--- config.mk ---
export PLATFORM = sky130hd
export DESIGN_NAME = fault_aggregator
export DESIGN_NICKNAME = d
export VERILOG_FILES = /design/src/fault_aggregator_pkg.sv /design/src/fault_aggregator.sv
export SDC_FILE = /design/constraint.sdc
export NUM_CORES = 1
export LEC_CHECK = 0
export BUFFER_PORTS_ARGS = -buffer_cell sky130_fd_sc_hd__buf_2
export CORE_AREA = 2 2 331 235
export CTS_CLUSTER_DIAMETER = 120
export DETAILED_ROUTE_END_ITERATION = 10
export DIE_AREA = 0 0 333 237
export PLACE_DENSITY = 0.56
export SYNTH_ARGS = -nofsm -noshare
export SYNTH_HDL_FRONTEND = slang
export SYNTH_SLANG_ARGS = --single-unit
--- constraint.sdc ---
create_clock -name clk -period 3.3 [get_ports clk]
set_input_delay 0.99 -clock clk [delete_from_list [all_inputs] [get_ports clk]]
set_output_delay 0.99 -clock clk [all_outputs]
set_load 0.005 [all_outputs]
--- src/fault_aggregator_pkg.sv ---
package fault_aggregator_pkg;

   // ----------------------------------------------------------------
   // channel counts and tied-off channels
   // ----------------------------------------------------------------
   localparam int          LOW_CH       = 64;
   localparam int          MID_CH       = 32;
   localparam int          HIGH_CH      = 32;
   localparam logic [63:0] LOW_RESERVED = 64'h0000_0000_0001_5011;

   // ----------------------------------------------------------------
   // register byte offsets
   // ----------------------------------------------------------------
   localparam logic [7:0] LOW_STAT_LO  = 8'h00;
   localparam logic [7:0] LOW_STAT_HI  = 8'h04;
   localparam logic [7:0] LOW_CLR_LO   = 8'h08;
   localparam logic [7:0] LOW_CLR_HI   = 8'h0C;
   localparam logic [7:0] LOW_INTEN_LO = 8'h10;
   localparam logic [7:0] LOW_INTEN_HI = 8'h14;
   localparam logic [7:0] LOW_PRIO_LO  = 8'h18;
   localparam logic [7:0] LOW_PRIO_HI  = 8'h1C;
   localparam logic [7:0] LOW_PINEN_LO = 8'h20;
   localparam logic [7:0] LOW_PINEN_HI = 8'h24;
   localparam logic [7:0] MID_STAT     = 8'h28;
   localparam logic [7:0] MID_CLR      = 8'h2C;
   localparam logic [7:0] HIGH_STAT    = 8'h30;
   localparam logic [7:0] HIGH_CLR     = 8'h34;
   localparam logic [7:0] PIN_TIME     = 8'h38;
   localparam logic [7:0] PIN_CTRL     = 8'h3C;
   localparam logic [7:0] PIN_STAT     = 8'h40;

   // ----------------------------------------------------------------
   // reset values, field positions, responses
   // ----------------------------------------------------------------
   localparam logic [15:0] HOLD_RST   = 16'h0010;
   localparam logic [15:0] PRESC_RST  = 16'h0003;
   localparam int          FORCE_BIT  = 0;
   localparam logic [1:0]  RESP_OKAY  = 2'h0;
   localparam logic [1:0]  RESP_SLVERR = 2'h2;

   // ----------------------------------------------------------------
   // carriers
   // ----------------------------------------------------------------
   typedef struct packed {
      logic [63:17] other;
      logic         rsv16;
      logic         ivu_parity;
      logic         rsv14;
      logic         xfer_wr_err;
      logic         rsv12;
      logic         osc_fail;
      logic         pll_slip;
      logic         tu_mpu_viol;
      logic         tu_pkt_parity;
      logic         timer_ram_parity;
      logic         flash_ecc_corr;
      logic         xfer_rd_err;
      logic         rsv4;
      logic         xfer_pkt_parity;
      logic         xfer_mpu_viol;
      logic         conv2_parity;
      logic         rsv0;
   } low_src_type;

   typedef struct packed {
      logic [15:0] presc;
      logic [15:0] hold;
   } pin_time_type;

   typedef enum logic [1:0] {PIN_OK, PIN_FAULT, PIN_HOLD} pin_state_type;

endpackage : fault_aggregator_pkg

--- src/fault_aggregator.sv ---
// Our own choices: the placing of the registers and register access over AXI4-Lite.
`timescale 1ns/10ps
module fault_aggregator
   import fault_aggregator_pkg::*;
(
   // clock and reset
   input  wire logic                clk,
   input  wire logic                nrst,
   // error sources
   input  wire low_src_type         low_src,
   input  wire logic [MID_CH-1:0]   mid_src,
   input  wire logic [HIGH_CH-1:0]  high_src,
   // outputs to system and monitor
   output logic                     irq_low_r,
   output logic                     irq_high_r,
   output logic                     fault_pin_n_r,
   // axi4-lite write
   input  wire logic [7:0]          awaddr,
   input  wire logic                awvalid,
   output logic                     awready_r,
   input  wire logic [31:0]         wdata,
   input  wire logic [3:0]          wstrb,
   input  wire logic                wvalid,
   output logic                     wready_r,
   output logic [1:0]               bresp_r,
   output logic                     bvalid_r,
   input  wire logic                bready,
   // axi4-lite read
   input  wire logic [7:0]          araddr,
   input  wire logic                arvalid,
   output logic                     arready_r,
   output logic [31:0]              rdata_r,
   output logic [1:0]               rresp_r,
   output logic                     rvalid_r,
   input  wire logic                rready
);

   // ----------------------------------------------------------------
   // helpers
   // ----------------------------------------------------------------
   function automatic logic [31:0] merge(input logic [31:0] old,
                                         input logic [31:0] data,
                                         input logic [3:0]  strb);
      logic [31:0] res;
      res = old;
      for (int i = 0; i < 4; i++) begin
         if (strb[i]) begin
            res[i*8 +: 8] = data[i*8 +: 8];
         end
      end
      return res;
   endfunction : merge

   function automatic logic [63:0] rise(input logic [63:0] cur,
                                        input logic [63:0] prev);
      return cur & ~prev;
   endfunction : rise

   // ----------------------------------------------------------------
   // state
   // ----------------------------------------------------------------
   logic [63:0]    low_vec;
   logic [63:0]    low_prev_r;
   logic [31:0]    mid_prev_r;
   logic [31:0]    high_prev_r;
   logic [63:0]    low_stat_r;
   logic [31:0]    mid_stat_r;
   logic [31:0]    high_stat_r;
   logic [63:0]    low_inten_r;
   logic [63:0]    low_prio_r;
   logic [63:0]    low_pinen_r;
   pin_time_type   time_r;
   logic           force_r;
   logic [7:0]     aw_addr_r;
   logic [31:0]    w_data_r;
   logic [3:0]     w_strb_r;
   logic           wr_fire;
   logic [31:0]    wr_bits;
   logic [63:0]    low_clr;
   logic [31:0]    mid_clr;
   logic [31:0]    high_clr;
   logic           cause;
   pin_state_type  pin_state_r;
   pin_state_type  pin_state_nxt;
   logic [15:0]    presc_cnt_r;
   logic [15:0]    hold_cnt_r;
   logic           tick;
   logic [63:0]    mid_rise;
   logic [63:0]    high_rise;

   // reserved channels never reach the flags
   assign low_vec = low_src
                    & ~LOW_RESERVED;
   assign mid_rise  = rise({32'h0, mid_src}, {32'h0, mid_prev_r});
   assign high_rise = rise({32'h0, high_src}, {32'h0, high_prev_r});

   // ----------------------------------------------------------------
   // write channel
   // ----------------------------------------------------------------
   // address and data are taken independently; ready low means held
   assign wr_fire = !awready_r && !wready_r && !bvalid_r;
   assign wr_bits = w_data_r & {{8{w_strb_r[3]}}, {8{w_strb_r[2]}},
                                {8{w_strb_r[1]}}, {8{w_strb_r[0]}}};

   always_ff @(posedge clk or negedge nrst) begin
      if (!nrst) begin
         awready_r <= 1'b1;
         wready_r  <= 1'b1;
         bvalid_r  <= 1'b0;
         bresp_r   <= RESP_OKAY;
         aw_addr_r <= 8'h00;
         w_data_r  <= 32'h0000_0000;
         w_strb_r  <= 4'h0;
      end else begin
         if (awvalid && awready_r) begin
            awready_r <= 1'b0;
            aw_addr_r <= awaddr;
         end
         if (wvalid && wready_r) begin
            wready_r <= 1'b0;
            w_data_r <= wdata;
            w_strb_r <= wstrb;
         end
         if (wr_fire) begin
            bvalid_r <= 1'b1;
            case (aw_addr_r)
               LOW_CLR_LO, LOW_CLR_HI, LOW_INTEN_LO, LOW_INTEN_HI,
               LOW_PRIO_LO, LOW_PRIO_HI, LOW_PINEN_LO, LOW_PINEN_HI,
               MID_CLR, HIGH_CLR, PIN_TIME, PIN_CTRL: begin
                  bresp_r <= RESP_OKAY;
               end
               default: begin
                  bresp_r <= RESP_SLVERR;
               end
            endcase
         end
         if (bvalid_r && bready) begin
            bvalid_r  <= 1'b0;
            awready_r <= 1'b1;
            wready_r  <= 1'b1;
         end
      end
   end

   // clear pulses from the write-only clear registers
   always_comb begin
      low_clr  = 64'h0;
      mid_clr  = 32'h0;
      high_clr = 32'h0;
      if (wr_fire) begin
         case (aw_addr_r)
            LOW_CLR_LO: low_clr[31:0]  = wr_bits;
            LOW_CLR_HI: low_clr[63:32] = wr_bits;
            MID_CLR:    mid_clr        = wr_bits;
            HIGH_CLR:   high_clr       = wr_bits;
            default:    low_clr        = 64'h0;
         endcase
      end
   end

   // ----------------------------------------------------------------
   // configuration registers
   // ----------------------------------------------------------------
   always_ff @(posedge clk or negedge nrst) begin
      if (!nrst) begin
         low_inten_r <= 64'h0;
         low_prio_r  <= 64'h0;
         low_pinen_r <= 64'h0;
         time_r      <= '{presc: PRESC_RST, hold: HOLD_RST};
         force_r     <= 1'b0;
      end else if (wr_fire) begin
         case (aw_addr_r)
            LOW_INTEN_LO: low_inten_r[31:0]  <= merge(low_inten_r[31:0],
                                                      w_data_r, w_strb_r);
            LOW_INTEN_HI: low_inten_r[63:32] <= merge(low_inten_r[63:32],
                                                      w_data_r, w_strb_r);
            LOW_PRIO_LO:  low_prio_r[31:0]   <= merge(low_prio_r[31:0],
                                                      w_data_r, w_strb_r);
            LOW_PRIO_HI:  low_prio_r[63:32]  <= merge(low_prio_r[63:32],
                                                      w_data_r, w_strb_r);
            LOW_PINEN_LO: low_pinen_r[31:0]  <= merge(low_pinen_r[31:0],
                                                      w_data_r, w_strb_r);
            LOW_PINEN_HI: low_pinen_r[63:32] <= merge(low_pinen_r[63:32],
                                                      w_data_r, w_strb_r);
            PIN_TIME:     time_r <= pin_time_type'(merge(time_r,
                                                      w_data_r, w_strb_r));
            PIN_CTRL:     if (w_strb_r[0]) begin
               force_r <= w_data_r[FORCE_BIT];
            end
            default:      force_r <= force_r;
         endcase
      end
   end

   // ----------------------------------------------------------------
   // sticky flags
   // ----------------------------------------------------------------
   // set wins over a clear landing in the same cycle
   always_ff @(posedge clk or negedge nrst) begin
      if (!nrst) begin
         low_prev_r  <= 64'h0;
         mid_prev_r  <= 32'h0;
         high_prev_r <= 32'h0;
         low_stat_r  <= 64'h0;
         mid_stat_r  <= 32'h0;
         high_stat_r <= 32'h0;
      end else begin
         low_prev_r  <= low_vec;
         mid_prev_r  <= mid_src;
         high_prev_r <= high_src;
         low_stat_r  <= (low_stat_r & ~low_clr)
                        | rise(low_vec, low_prev_r);
         mid_stat_r  <= (mid_stat_r & ~mid_clr)
                        | mid_rise[31:0];
         high_stat_r <= (high_stat_r & ~high_clr)
                        | high_rise[31:0];
      end
   end

   // ----------------------------------------------------------------
   // interrupts
   // ----------------------------------------------------------------
   // the high group never reaches either line
   always_ff @(posedge clk or negedge nrst) begin
      if (!nrst) begin
         irq_low_r  <= 1'b0;
         irq_high_r <= 1'b0;
      end else begin
         irq_low_r  <= |(low_stat_r & low_inten_r & ~low_prio_r);
         irq_high_r <= |(low_stat_r & low_inten_r & low_prio_r)
                       | (|mid_stat_r);
      end
   end

   // ----------------------------------------------------------------
   // fault pin and its time base
   // ----------------------------------------------------------------
   assign cause = |(low_stat_r & low_pinen_r)
                  | (|mid_stat_r) | (|high_stat_r)
                  | force_r;
   assign tick  = (presc_cnt_r == 16'h0000);

   always_ff @(posedge clk or negedge nrst) begin
      if (!nrst) begin
         presc_cnt_r <= PRESC_RST;
      end else if (tick) begin
         presc_cnt_r <= time_r.presc;
      end else begin
         presc_cnt_r <= presc_cnt_r - 16'h0001;
      end
   end

   always_comb begin
      pin_state_nxt = pin_state_r;
      case (pin_state_r)
         PIN_OK: begin
            if (cause) begin
               pin_state_nxt = PIN_FAULT;
            end
         end
         PIN_FAULT: begin
            if (!cause) begin
               pin_state_nxt = PIN_HOLD;
            end
         end
         PIN_HOLD: begin
            if (cause) begin
               pin_state_nxt = PIN_FAULT;
            end else if (hold_cnt_r == 16'h0000) begin
               pin_state_nxt = PIN_OK;
            end
         end
         default: pin_state_nxt = PIN_OK;
      endcase
   end

   // pin leaves the low level only after the hold ticks have run out
   always_ff @(posedge clk or negedge nrst) begin
      if (!nrst) begin
         pin_state_r   <= PIN_OK;
         hold_cnt_r    <= 16'h0000;
         fault_pin_n_r <= 1'b1;
      end else begin
         pin_state_r   <= pin_state_nxt;
         fault_pin_n_r <= (pin_state_nxt == PIN_OK);
         if (pin_state_nxt == PIN_FAULT) begin
            hold_cnt_r <= time_r.hold;
         end else if (tick && hold_cnt_r != 16'h0000) begin
            hold_cnt_r <= hold_cnt_r - 16'h0001;
         end
      end
   end

   // ----------------------------------------------------------------
   // read channel
   // ----------------------------------------------------------------
   always_ff @(posedge clk or negedge nrst) begin
      if (!nrst) begin
         arready_r <= 1'b1;
         rvalid_r  <= 1'b0;
         rdata_r   <= 32'h0000_0000;
         rresp_r   <= RESP_OKAY;
      end else begin
         if (arvalid && arready_r) begin
            arready_r <= 1'b0;
            rvalid_r  <= 1'b1;
            rresp_r   <= RESP_OKAY;
            rdata_r   <= 32'h0000_0000;
            case (araddr)
               LOW_STAT_LO:  rdata_r <= low_stat_r[31:0];
               LOW_STAT_HI:  rdata_r <= low_stat_r[63:32];
               LOW_INTEN_LO: rdata_r <= low_inten_r[31:0];
               LOW_INTEN_HI: rdata_r <= low_inten_r[63:32];
               LOW_PRIO_LO:  rdata_r <= low_prio_r[31:0];
               LOW_PRIO_HI:  rdata_r <= low_prio_r[63:32];
               LOW_PINEN_LO: rdata_r <= low_pinen_r[31:0];
               LOW_PINEN_HI: rdata_r <= low_pinen_r[63:32];
               MID_STAT:     rdata_r <= mid_stat_r;
               HIGH_STAT:    rdata_r <= high_stat_r;
               PIN_TIME:     rdata_r <= time_r;
               PIN_CTRL:     rdata_r <= {31'h0, force_r};
               PIN_STAT:     rdata_r <= {30'h0, pin_state_r == PIN_HOLD,
                                         !fault_pin_n_r};
               LOW_CLR_LO, LOW_CLR_HI, MID_CLR, HIGH_CLR: begin
                  rdata_r <= 32'h0000_0000;
               end
               default:      rresp_r <= RESP_SLVERR;
            endcase
         end
         if (rvalid_r && rready) begin
            rvalid_r  <= 1'b0;
            arready_r <= 1'b1;
         end
      end
   end
endmodule : fault_aggregator

## Yosys cells after proc, flatten, opt, wreduce, memory -nomap -nowiden

Index checks and enable logic that the tools add are counted.

- Add/sub/neg operators: 2
- Eq/ne operators: 31
- Multiplexer cells: 28
- Bitwise logic cells: 25
- Reduce and logical (&&, ||, !) cells: 59

Operators with widths:

| cell | count |
|---|---|
| one-hot mux 32 bit (13 select lines) | 1 |
| bitwise AND 64 bit | 6 |
| 2-to-1 mux 32 bit | 6 |
| inverter 64 bit | 3 |
| OR reduction 64 bit | 3 |
| bitwise AND 32 bit | 5 |
| inverter 32 bit | 4 |
| equality test 8 x 6 -> 1 bit, second input constant | 14 |
| AND reduction 3 bit | 29 |
| equality test 8 x 5 -> 1 bit, second input constant | 8 |
| 2-to-1 mux 64 bit | 1 |
| bitwise OR 32 bit | 2 |
| bitwise OR 64 bit | 1 |
| OR reduction 32 bit | 2 |
| 2-to-1 mux 16 bit | 3 |
| equality test 8 x 4 -> 1 bit, second input constant | 4 |
| logical NOT 16 bit | 2 |
| subtractor 16 x 1 -> 16 bit, second input constant | 2 |
| OR reduction 17 bit | 1 |
| nonzero test 16 bit | 1 |
| 2-to-1 mux 2 bit | 6 |
| OR reduction 12 bit | 1 |
| 2-to-1 mux 1 bit | 10 |
| nonzero test 2 bit | 5 |
| other kinds (10) | 25 |

- Register bits after elaboration: 598
- Input bits: 187
- Output and inout bits: 44
- Word-level logic and storage cells: 197

## Logic depth before layout (Yosys ltp)

- Depth after elaboration: 9
- Depth in mapped cells: 9
- Mapped depth without buffers: 8

## Worst setup path before layout

Ideal clock, no wire load.

- Path type: input-to-reg
- Start point: input port araddr[4]
- End point: register rdata_r[6]
- Arrival time: 2.818 ns
- Required time: 3.158 ns
- Setup slack: 0.340 ns
- Stages on the path: 9
- Cell sequence: buf_2 buf_1 clkbuf_1 mux2i_1 o2bb2ai_1 a21oi_1 nor2_1 a2111oi_0 o21ai_0

- Longest elaborated chain between the ends: 2
- Elaborated cells between the ends (all ways): 14
- Those cells by class: 12 x eq/ne; 1 x mux; 1 x reduce/logical

RTL lines:

| item | line | RTL |
|---|---|---|
| start, declared | fault_aggregator.sv:29 | `input wire logic [7:0] araddr,` |
| equality test 8 x 7 -> 1 bit, or another cell as far along | fault_aggregator.sv:309 | `case (araddr)` |
| one-hot mux 32 bit (13 select lines) (*) | fault_aggregator.sv:309 |  |
| end signal, assigned | fault_aggregator.sv:310 | `LOW_STAT_LO: rdata_r <= low_stat_r[31:0];` |
| end signal, assigned | fault_aggregator.sv:311 | `LOW_STAT_HI: rdata_r <= low_stat_r[63:32];` |
| end signal, assigned | fault_aggregator.sv:312 | `LOW_INTEN_LO: rdata_r <= low_inten_r[31:0];` |
| end, declared | fault_aggregator.sv:32 | `output logic [31:0] rdata_r,` |

Every way passes the cells marked *; elsewhere a longest branch is shown, timed or not.
A chain may end at the register's enable or synchronous reset.

## Final worst setup path

- Start point: register low_pinen_r[14]
- End point: register hold_cnt_r[2]

- Longest elaborated chain between the ends: 9
- Elaborated cells between the ends (all ways): 12
- Those cells by class: 1 x eq/ne; 5 x mux; 4 x bitwise; 2 x reduce/logical

RTL lines:

| item | line | RTL |
|---|---|---|
| start, declared | fault_aggregator.sv:71 | `logic [63:0] low_pinen_r;` |
| start signal, assigned | fault_aggregator.sv:181 | `LOW_PINEN_LO: low_pinen_r[31:0] <= merge(low_pinen_r[31:0],` |
| bitwise AND 64 bit (*) | fault_aggregator.sv:238 | `assign cause = \|(low_stat_r & low_pinen_r)` |
| OR reduction 64 bit (*) | fault_aggregator.sv:238 |  |
| bitwise OR 1 bit (*) (2 in series) | fault_aggregator.sv:239 | `\| (\|mid_stat_r) \| (\|high_stat_r)` |
| bitwise OR 1 bit (*) | fault_aggregator.sv:240 | `\| force_r;` |
| 2-to-1 mux 2 bit, on equally long branches | fault_aggregator.sv:267, fault_aggregator.sv:257, fault_aggregator.sv:262 |  |
| one-hot mux 2 bit (3 select lines) (*) | fault_aggregator.sv:255 | `case (pin_state_r)` |
| equality test 2 x 1 -> 1 bit (*) | fault_aggregator.sv:286 | `if (pin_state_nxt == PIN_FAULT) begin` |
| 2-to-1 mux 16 bit / nonzero test 2 bit (equally long branches) | n/a |  |
| end signal, assigned | fault_aggregator.sv:287 | `hold_cnt_r <= time_r.hold;` |
| end signal, assigned | fault_aggregator.sv:289 | `hold_cnt_r <= hold_cnt_r - 16'h0001;` |
| end, declared | fault_aggregator.sv:86 | `logic [15:0] hold_cnt_r;` |

Marks and branches as above.

==> run_summary.xml <==
<?xml version="1.0" encoding="UTF-8"?>
<metrics>
  <group name="routing">
    <metric name="vias" unit="">22446</metric>
    <metric name="drc_errors" unit="">0</metric>
    <metric name="wl_per_cell" unit="um">35.9</metric>
    <metric name="final_antenna_net_count" unit="">0</metric>
    <metric name="dr.first_iter.drc_count" unit="">2442</metric>
    <metric name="totalWireLength" unit="um">138000</metric>
    <metric name="drt-vias-per-instance" unit="">5.84</metric>
    <metric name="detail_route.first_pass.iterations" unit="">6</metric>
  </group>
  <group name="clocking">
    <metric name="clock_sink_count" unit="">596</metric>
    <metric name="cts_tree" unit="">done</metric>
    <metric name="max-clock-path-buffers" unit="">3</metric>
    <metric name="cts.repair_timing.setup_buffer_count" unit="">0</metric>
    <metric name="total_cts_buffers" unit="">60</metric>
    <metric name="cts_hold_buffers" unit="">0</metric>
    <metric name="cts_htree_levels" unit="">2</metric>
    <metric name="clk_transition_reported_paths" unit="ns">0.06</metric>
    <metric name="post_cts_resized" unit="">0</metric>
    <metric name="insertion_delay" unit="ns">0.66</metric>
    <metric name="root_buffer" unit="">sky130_fd_sc_hd__clkbuf_16</metric>
  </group>
  <group name="yosys">
    <metric name="synth_warnings" unit="">0</metric>
    <metric name="synth_top_area_share" unit="">0.558</metric>
    <metric name="synth_top_area_cell" unit="">sky130_fd_sc_hd__dfrtp_1</metric>
    <metric name="synth-seq-cells" unit="">596</metric>
    <metric name="synth-seq-area-share" unit="">0.567</metric>
    <metric name="synthesis.area_per_instance" unit="sq um">11.2</metric>
    <metric name="synth.top_cells.by_area" unit="">sky130_fd_sc_hd__dfrtp_1, sky130_fd_sc_hd__mux2_2, sky130_fd_sc_hd__o21ai_0</metric>
    <metric name="synthesis.instances" unit="">2359</metric>
    <metric name="synth.lib_cells_used.distinct" unit="">66</metric>
    <metric name="post_synth_instance_area" unit="sq um">26300</metric>
    <metric name="synth_ff_type" unit="">sky130_fd_sc_hd__dfrtp_1</metric>
    <metric name="synth_edf_count" unit="">0</metric>
    <metric name="synth_async_sr_flop_share" unit="">1.00</metric>
  </group>
  <group name="die">
    <metric name="floorplan.die_area" unit="sq um">78900</metric>
    <metric name="starting_density_of_the_core" unit="">0.347</metric>
    <metric name="die_width" unit="um">333</metric>
    <metric name="std_cell_rows" unit="">85</metric>
    <metric name="die_height" unit="um">237</metric>
    <metric name="io_pins" unit="">231</metric>
    <metric name="design.core.area" unit="sq um">75900</metric>
  </group>
  <group name="grt">
    <metric name="grt_antenna_before_repair" unit="">12</metric>
    <metric name="grt_start_max_net_pins" unit="">83</metric>
    <metric name="vias_in_the_first_global_route" unit="">22161</metric>
    <metric name="grt_usage" unit="">0.348</metric>
    <metric name="grt_overflow_total" unit="">0</metric>
    <metric name="grt_pass1_wl" unit="um">188000</metric>
  </group>
  <group name="place">
    <metric name="detailed_place_hpwl" unit="um">111000</metric>
    <metric name="globalplace.congestion" unit="">1.02</metric>
    <metric name="placement.io_buffers" unit="">223</metric>
  </group>
  <group name="timing">
    <metric name="finalCriticalPeriod" unit="ns">3.32</metric>
    <metric name="worst_slack" unit="ns">-0.0156</metric>
    <metric name="timing.final.max_slew_violations" unit="">0</metric>
    <metric name="worst_slew_pin_slew" unit="ns">1.11</metric>
    <metric name="max_slew_margin" unit="">0.259</metric>
    <metric name="final_min_period_over_clock_period" unit="">1.00</metric>
    <metric name="setup_total_negative_slack" unit="ns">-0.0609</metric>
    <metric name="rsz0062_at_grt" unit="">no</metric>
    <metric name="fmaxAchievable" unit="MHz">302</metric>
    <metric name="final-hold-violation-count" unit="">0</metric>
    <metric name="skew" unit="ns">0.0318</metric>
    <metric name="finalSetupViolations" unit="">7</metric>
  </group>
  <group name="min_path">
    <metric name="holdCritPathClass" unit="">in -&gt; async</metric>
  </group>
  <group name="final_layout">
    <metric name="area_growth_syn_to_layout" unit="%">24.5</metric>
    <metric name="number_of_inserted_filler_cells_in_the_final_layout" unit="">7293</metric>
    <metric name="nNetsFinal" unit="">2978</metric>
    <metric name="sequential_cell_area" unit="sq um">14900</metric>
    <metric name="multiInputGateArea" unit="sq um">10500</metric>
    <metric name="drive_above_1_share" unit="">0.324</metric>
    <metric name="post-route-util" unit="">0.431</metric>
  </group>
  <group name="worst_setup_path">
    <metric name="crit_fanout" unit="">17</metric>
    <metric name="kind_of_end_point_of_the_critical_path" unit="">register</metric>
    <metric name="setup.worst_path.start_class" unit="">register</metric>
    <metric name="required" unit="ns">3.83</metric>
    <metric name="crit_type" unit="">reg -&gt; reg</metric>
    <metric name="critical_path_arrival" unit="ns">3.85</metric>
  </group>
  <group name="pwr">
    <metric name="p_int" unit="W">0.0143</metric>
    <metric name="portion_of_total_power_attributed_to_sequential_cells" unit="">0.475</metric>
    <metric name="power.switching" unit="W">0.00720</metric>
    <metric name="pwr_density_cell" unit="nW/um^2">656</metric>
    <metric name="max-vdd-ir-drop" unit="V">0.000386</metric>
    <metric name="p_sw_frac" unit="">0.335</metric>
    <metric name="clockPowerShare" unit="">0.350</metric>
    <metric name="comb_power_share" unit="">0.175</metric>
    <metric name="power.static_leakage" unit="nW">15.1</metric>
  </group>
  <group name="run">
    <metric name="maxCapViolCount" unit="">0</metric>
  </group>
  <group name="outcome">
    <metric name="violations" unit="">setup timing</metric>
    <metric name="result_of_the_run" unit="">complete, but fails checks</metric>
  </group>
</metrics>
-- state kept, by name (all words and copies together), names as in the netlist, 8 cells and up --
name / cells
mid_stat_r: 32
low_pinen_r: 64
rdata_r: 32
time_r: 32
w_data_r: 32
low_inten_r: 64
low_prio_r: 64
mid_prev_r: 32
high_stat_r: 32
presc_cnt_r: 16
aw_addr_r: 8
low_stat_r: 64
high_prev_r: 32
hold_cnt_r: 16
low_prev_r: 59
-- worst max-delay path, cell delays in order (launching register included) --
cell and delay, ns:
sky130_fd_sc_hd__dfrtp_1 0.56, sky130_fd_sc_hd__a22oi_1 0.70, sky130_fd_sc_hd__nand4_1 0.45, sky130_fd_sc_hd__nor4_1 0.36
sky130_fd_sc_hd__buf_4 0.17, sky130_fd_sc_hd__nand2_1 0.05, sky130_fd_sc_hd__buf_4 0.19, sky130_fd_sc_hd__o21ai_4 0.15
sky130_fd_sc_hd__buf_12 0.18, sky130_fd_sc_hd__mux2_2 0.35
-- kinds of logic (layout without fill, tap and decap cells) --
group / count (synthesis) / count (layout) / share of synthesized area
xor gates and xnor gates: 26 / 26 / 0.00865
DFF: 596 / 596 / 0.567
muxes: 348 / 348 / 0.149
and+or+nand+nor: 591 / 591 / 0.105
AOI/OAI and AO/OA: 539 / 539 / 0.130
buffers and inverters: 255 / 734 / 0.0377
adders and majority gates: 3 / 3 / 0.00143
other: 1 / 6 / 0.000143
-- final timing paths --
path / start / endpoint / slack, ns / cells after the start
worst max-delay path: low_pinen_r[14]$_DFFE_PN0P_ / hold_cnt_r[2]$_DFFE_PN0P_ / -0.02 / 9
worst min-delay path: nrst / high_stat_r[15]$_DFF_PN0_ / 0.33 / 1
worst max register to register: low_pinen_r[14]$_DFFE_PN0P_ / hold_cnt_r[2]$_DFFE_PN0P_ / -0.02 / 9
worst min register to register: low_prev_r[9]$_DFF_PN0_ / low_stat_r[9]$_DFF_PN0_ / 0.41 / 1
max in group asynchronous: nrst / w_data_r[31]$_DFFE_PN0P_ / 1.89 / 3
min in group clk: low_prev_r[9]$_DFF_PN0_ / low_stat_r[9]$_DFF_PN0_ / 0.41 / 1
-- placed cells by master, fill, tap and decap left out, drive strengths merged, types with 6 or more instances in the layout --
cell,count
a2111oi,7
a211oi,9
a21oi,47
a221oi,22
a222oi,7
a22o,46
a22oi,77
a31oi,9
and2,6
buf,483
bufinv,10
clkbuf,85
clkinv,13
dfrtp,587
dfstp,9
inv,140
mux2,298
mux2i,47
nand2,242
nand2b,7
nand3,95
nand4,30
nor2,96
nor2b,9
nor3,30
nor4,38
o211ai,8
o21a,6
o21ai,234
o22ai,43
or3,6
or4,11
xnor2,10
xor2,16
-- final cells by class --
cell class | count | share of cell area
flip-flops and latches | 596 | 0.456
clock inverters | 29 | 0.0134
well taps | 1000 | 0.0382
repair buffers | 484 | 0.104
clock buffers | 84 | 0.0526
inverters | 137 | 0.0157
multi-input cells | 1509 | 0.320
diodes | 4 | 0.000306
-- synthesized netlist by cell type (6+ instances only) --
| library cell | instances |
|---|---|
| sky130_fd_sc_hd__dfrtp_1 | 587 |
| sky130_fd_sc_hd__mux2_2 | 289 |
| sky130_fd_sc_hd__nand2_1 | 242 |
| sky130_fd_sc_hd__o21ai_0 | 232 |
| sky130_fd_sc_hd__inv_1 | 137 |
| sky130_fd_sc_hd__clkbuf_1 | 98 |
| sky130_fd_sc_hd__nor2_1 | 96 |
| sky130_fd_sc_hd__nand3_1 | 95 |
| sky130_fd_sc_hd__a22oi_1 | 77 |
| sky130_fd_sc_hd__a21oi_1 | 47 |
| sky130_fd_sc_hd__mux2i_1 | 47 |
| sky130_fd_sc_hd__a22o_1 | 46 |
| sky130_fd_sc_hd__o22ai_1 | 43 |
| sky130_fd_sc_hd__nor4_1 | 38 |
| sky130_fd_sc_hd__nand4_1 | 30 |
| sky130_fd_sc_hd__nor3_1 | 29 |
| sky130_fd_sc_hd__a221oi_1 | 22 |
| sky130_fd_sc_hd__xor2_1 | 16 |
| sky130_fd_sc_hd__buf_1 | 10 |
| sky130_fd_sc_hd__xnor2_1 | 10 |
| sky130_fd_sc_hd__a211oi_1 | 9 |
| sky130_fd_sc_hd__a31oi_1 | 9 |
| sky130_fd_sc_hd__dfstp_2 | 9 |
| sky130_fd_sc_hd__mux2_4 | 9 |
| sky130_fd_sc_hd__nor2b_1 | 9 |
| sky130_fd_sc_hd__or4_1 | 9 |
| sky130_fd_sc_hd__a2111oi_0 | 7 |
| sky130_fd_sc_hd__a222oi_1 | 7 |
| sky130_fd_sc_hd__nand2b_1 | 7 |
| sky130_fd_sc_hd__o211ai_1 | 7 |
| sky130_fd_sc_hd__and2_1 | 6 |
| sky130_fd_sc_hd__buf_2 | 6 |
| sky130_fd_sc_hd__o21a_1 | 6 |
| sky130_fd_sc_hd__or3_1 | 6 |
-- layer usage --
metal / vias to the layer above / GRT usage / wire, um
li1: 9384 / - / -
met1: 11792 / 0.535 / 65700
met2: 1090 / 0.477 / 54700
met3: 172 / 0.0993 / 14000
met4: 8 / 0.0808 / 3400
met5: - / 0 / 53
-- metrics by stage --
stage / hold WS, ns / total power [W] / setup slack (ns) / area (sq um) / std cells
global placement: 0.399 / 0.0139 / -0.452 / 30600 / 3725
global route: 0.345 / 0.0222 / 0.120 / 32700 / 3839
detailed placement: 0.407 / 0.0139 / -0.522 / 30600 / 3725
finish: 0.329 / 0.0215 / -0.0156 / 32800 / 3843
CTS: 0.310 / 0.0215 / 0.161 / 32700 / 3838
floorplan: 0.400 / 0.0112 / 0.340 / 26300 / 2360
-- power groups by stage --
stage	Sequential (W)	Combinational [W]	Clock [W]
2_1_floorplan	0.00886	0.00236	0
3_3_place_gp	0.0102	0.00362	0
3_5_place_dp	0.0103	0.00368	0
4_1_cts	0.0101	0.00369	0.00764
5_1_grt	0.0103	0.00398	0.00795
6_report	0.0102	0.00376	0.00752
Note: power is estimated with default switching activity, not from simulation.
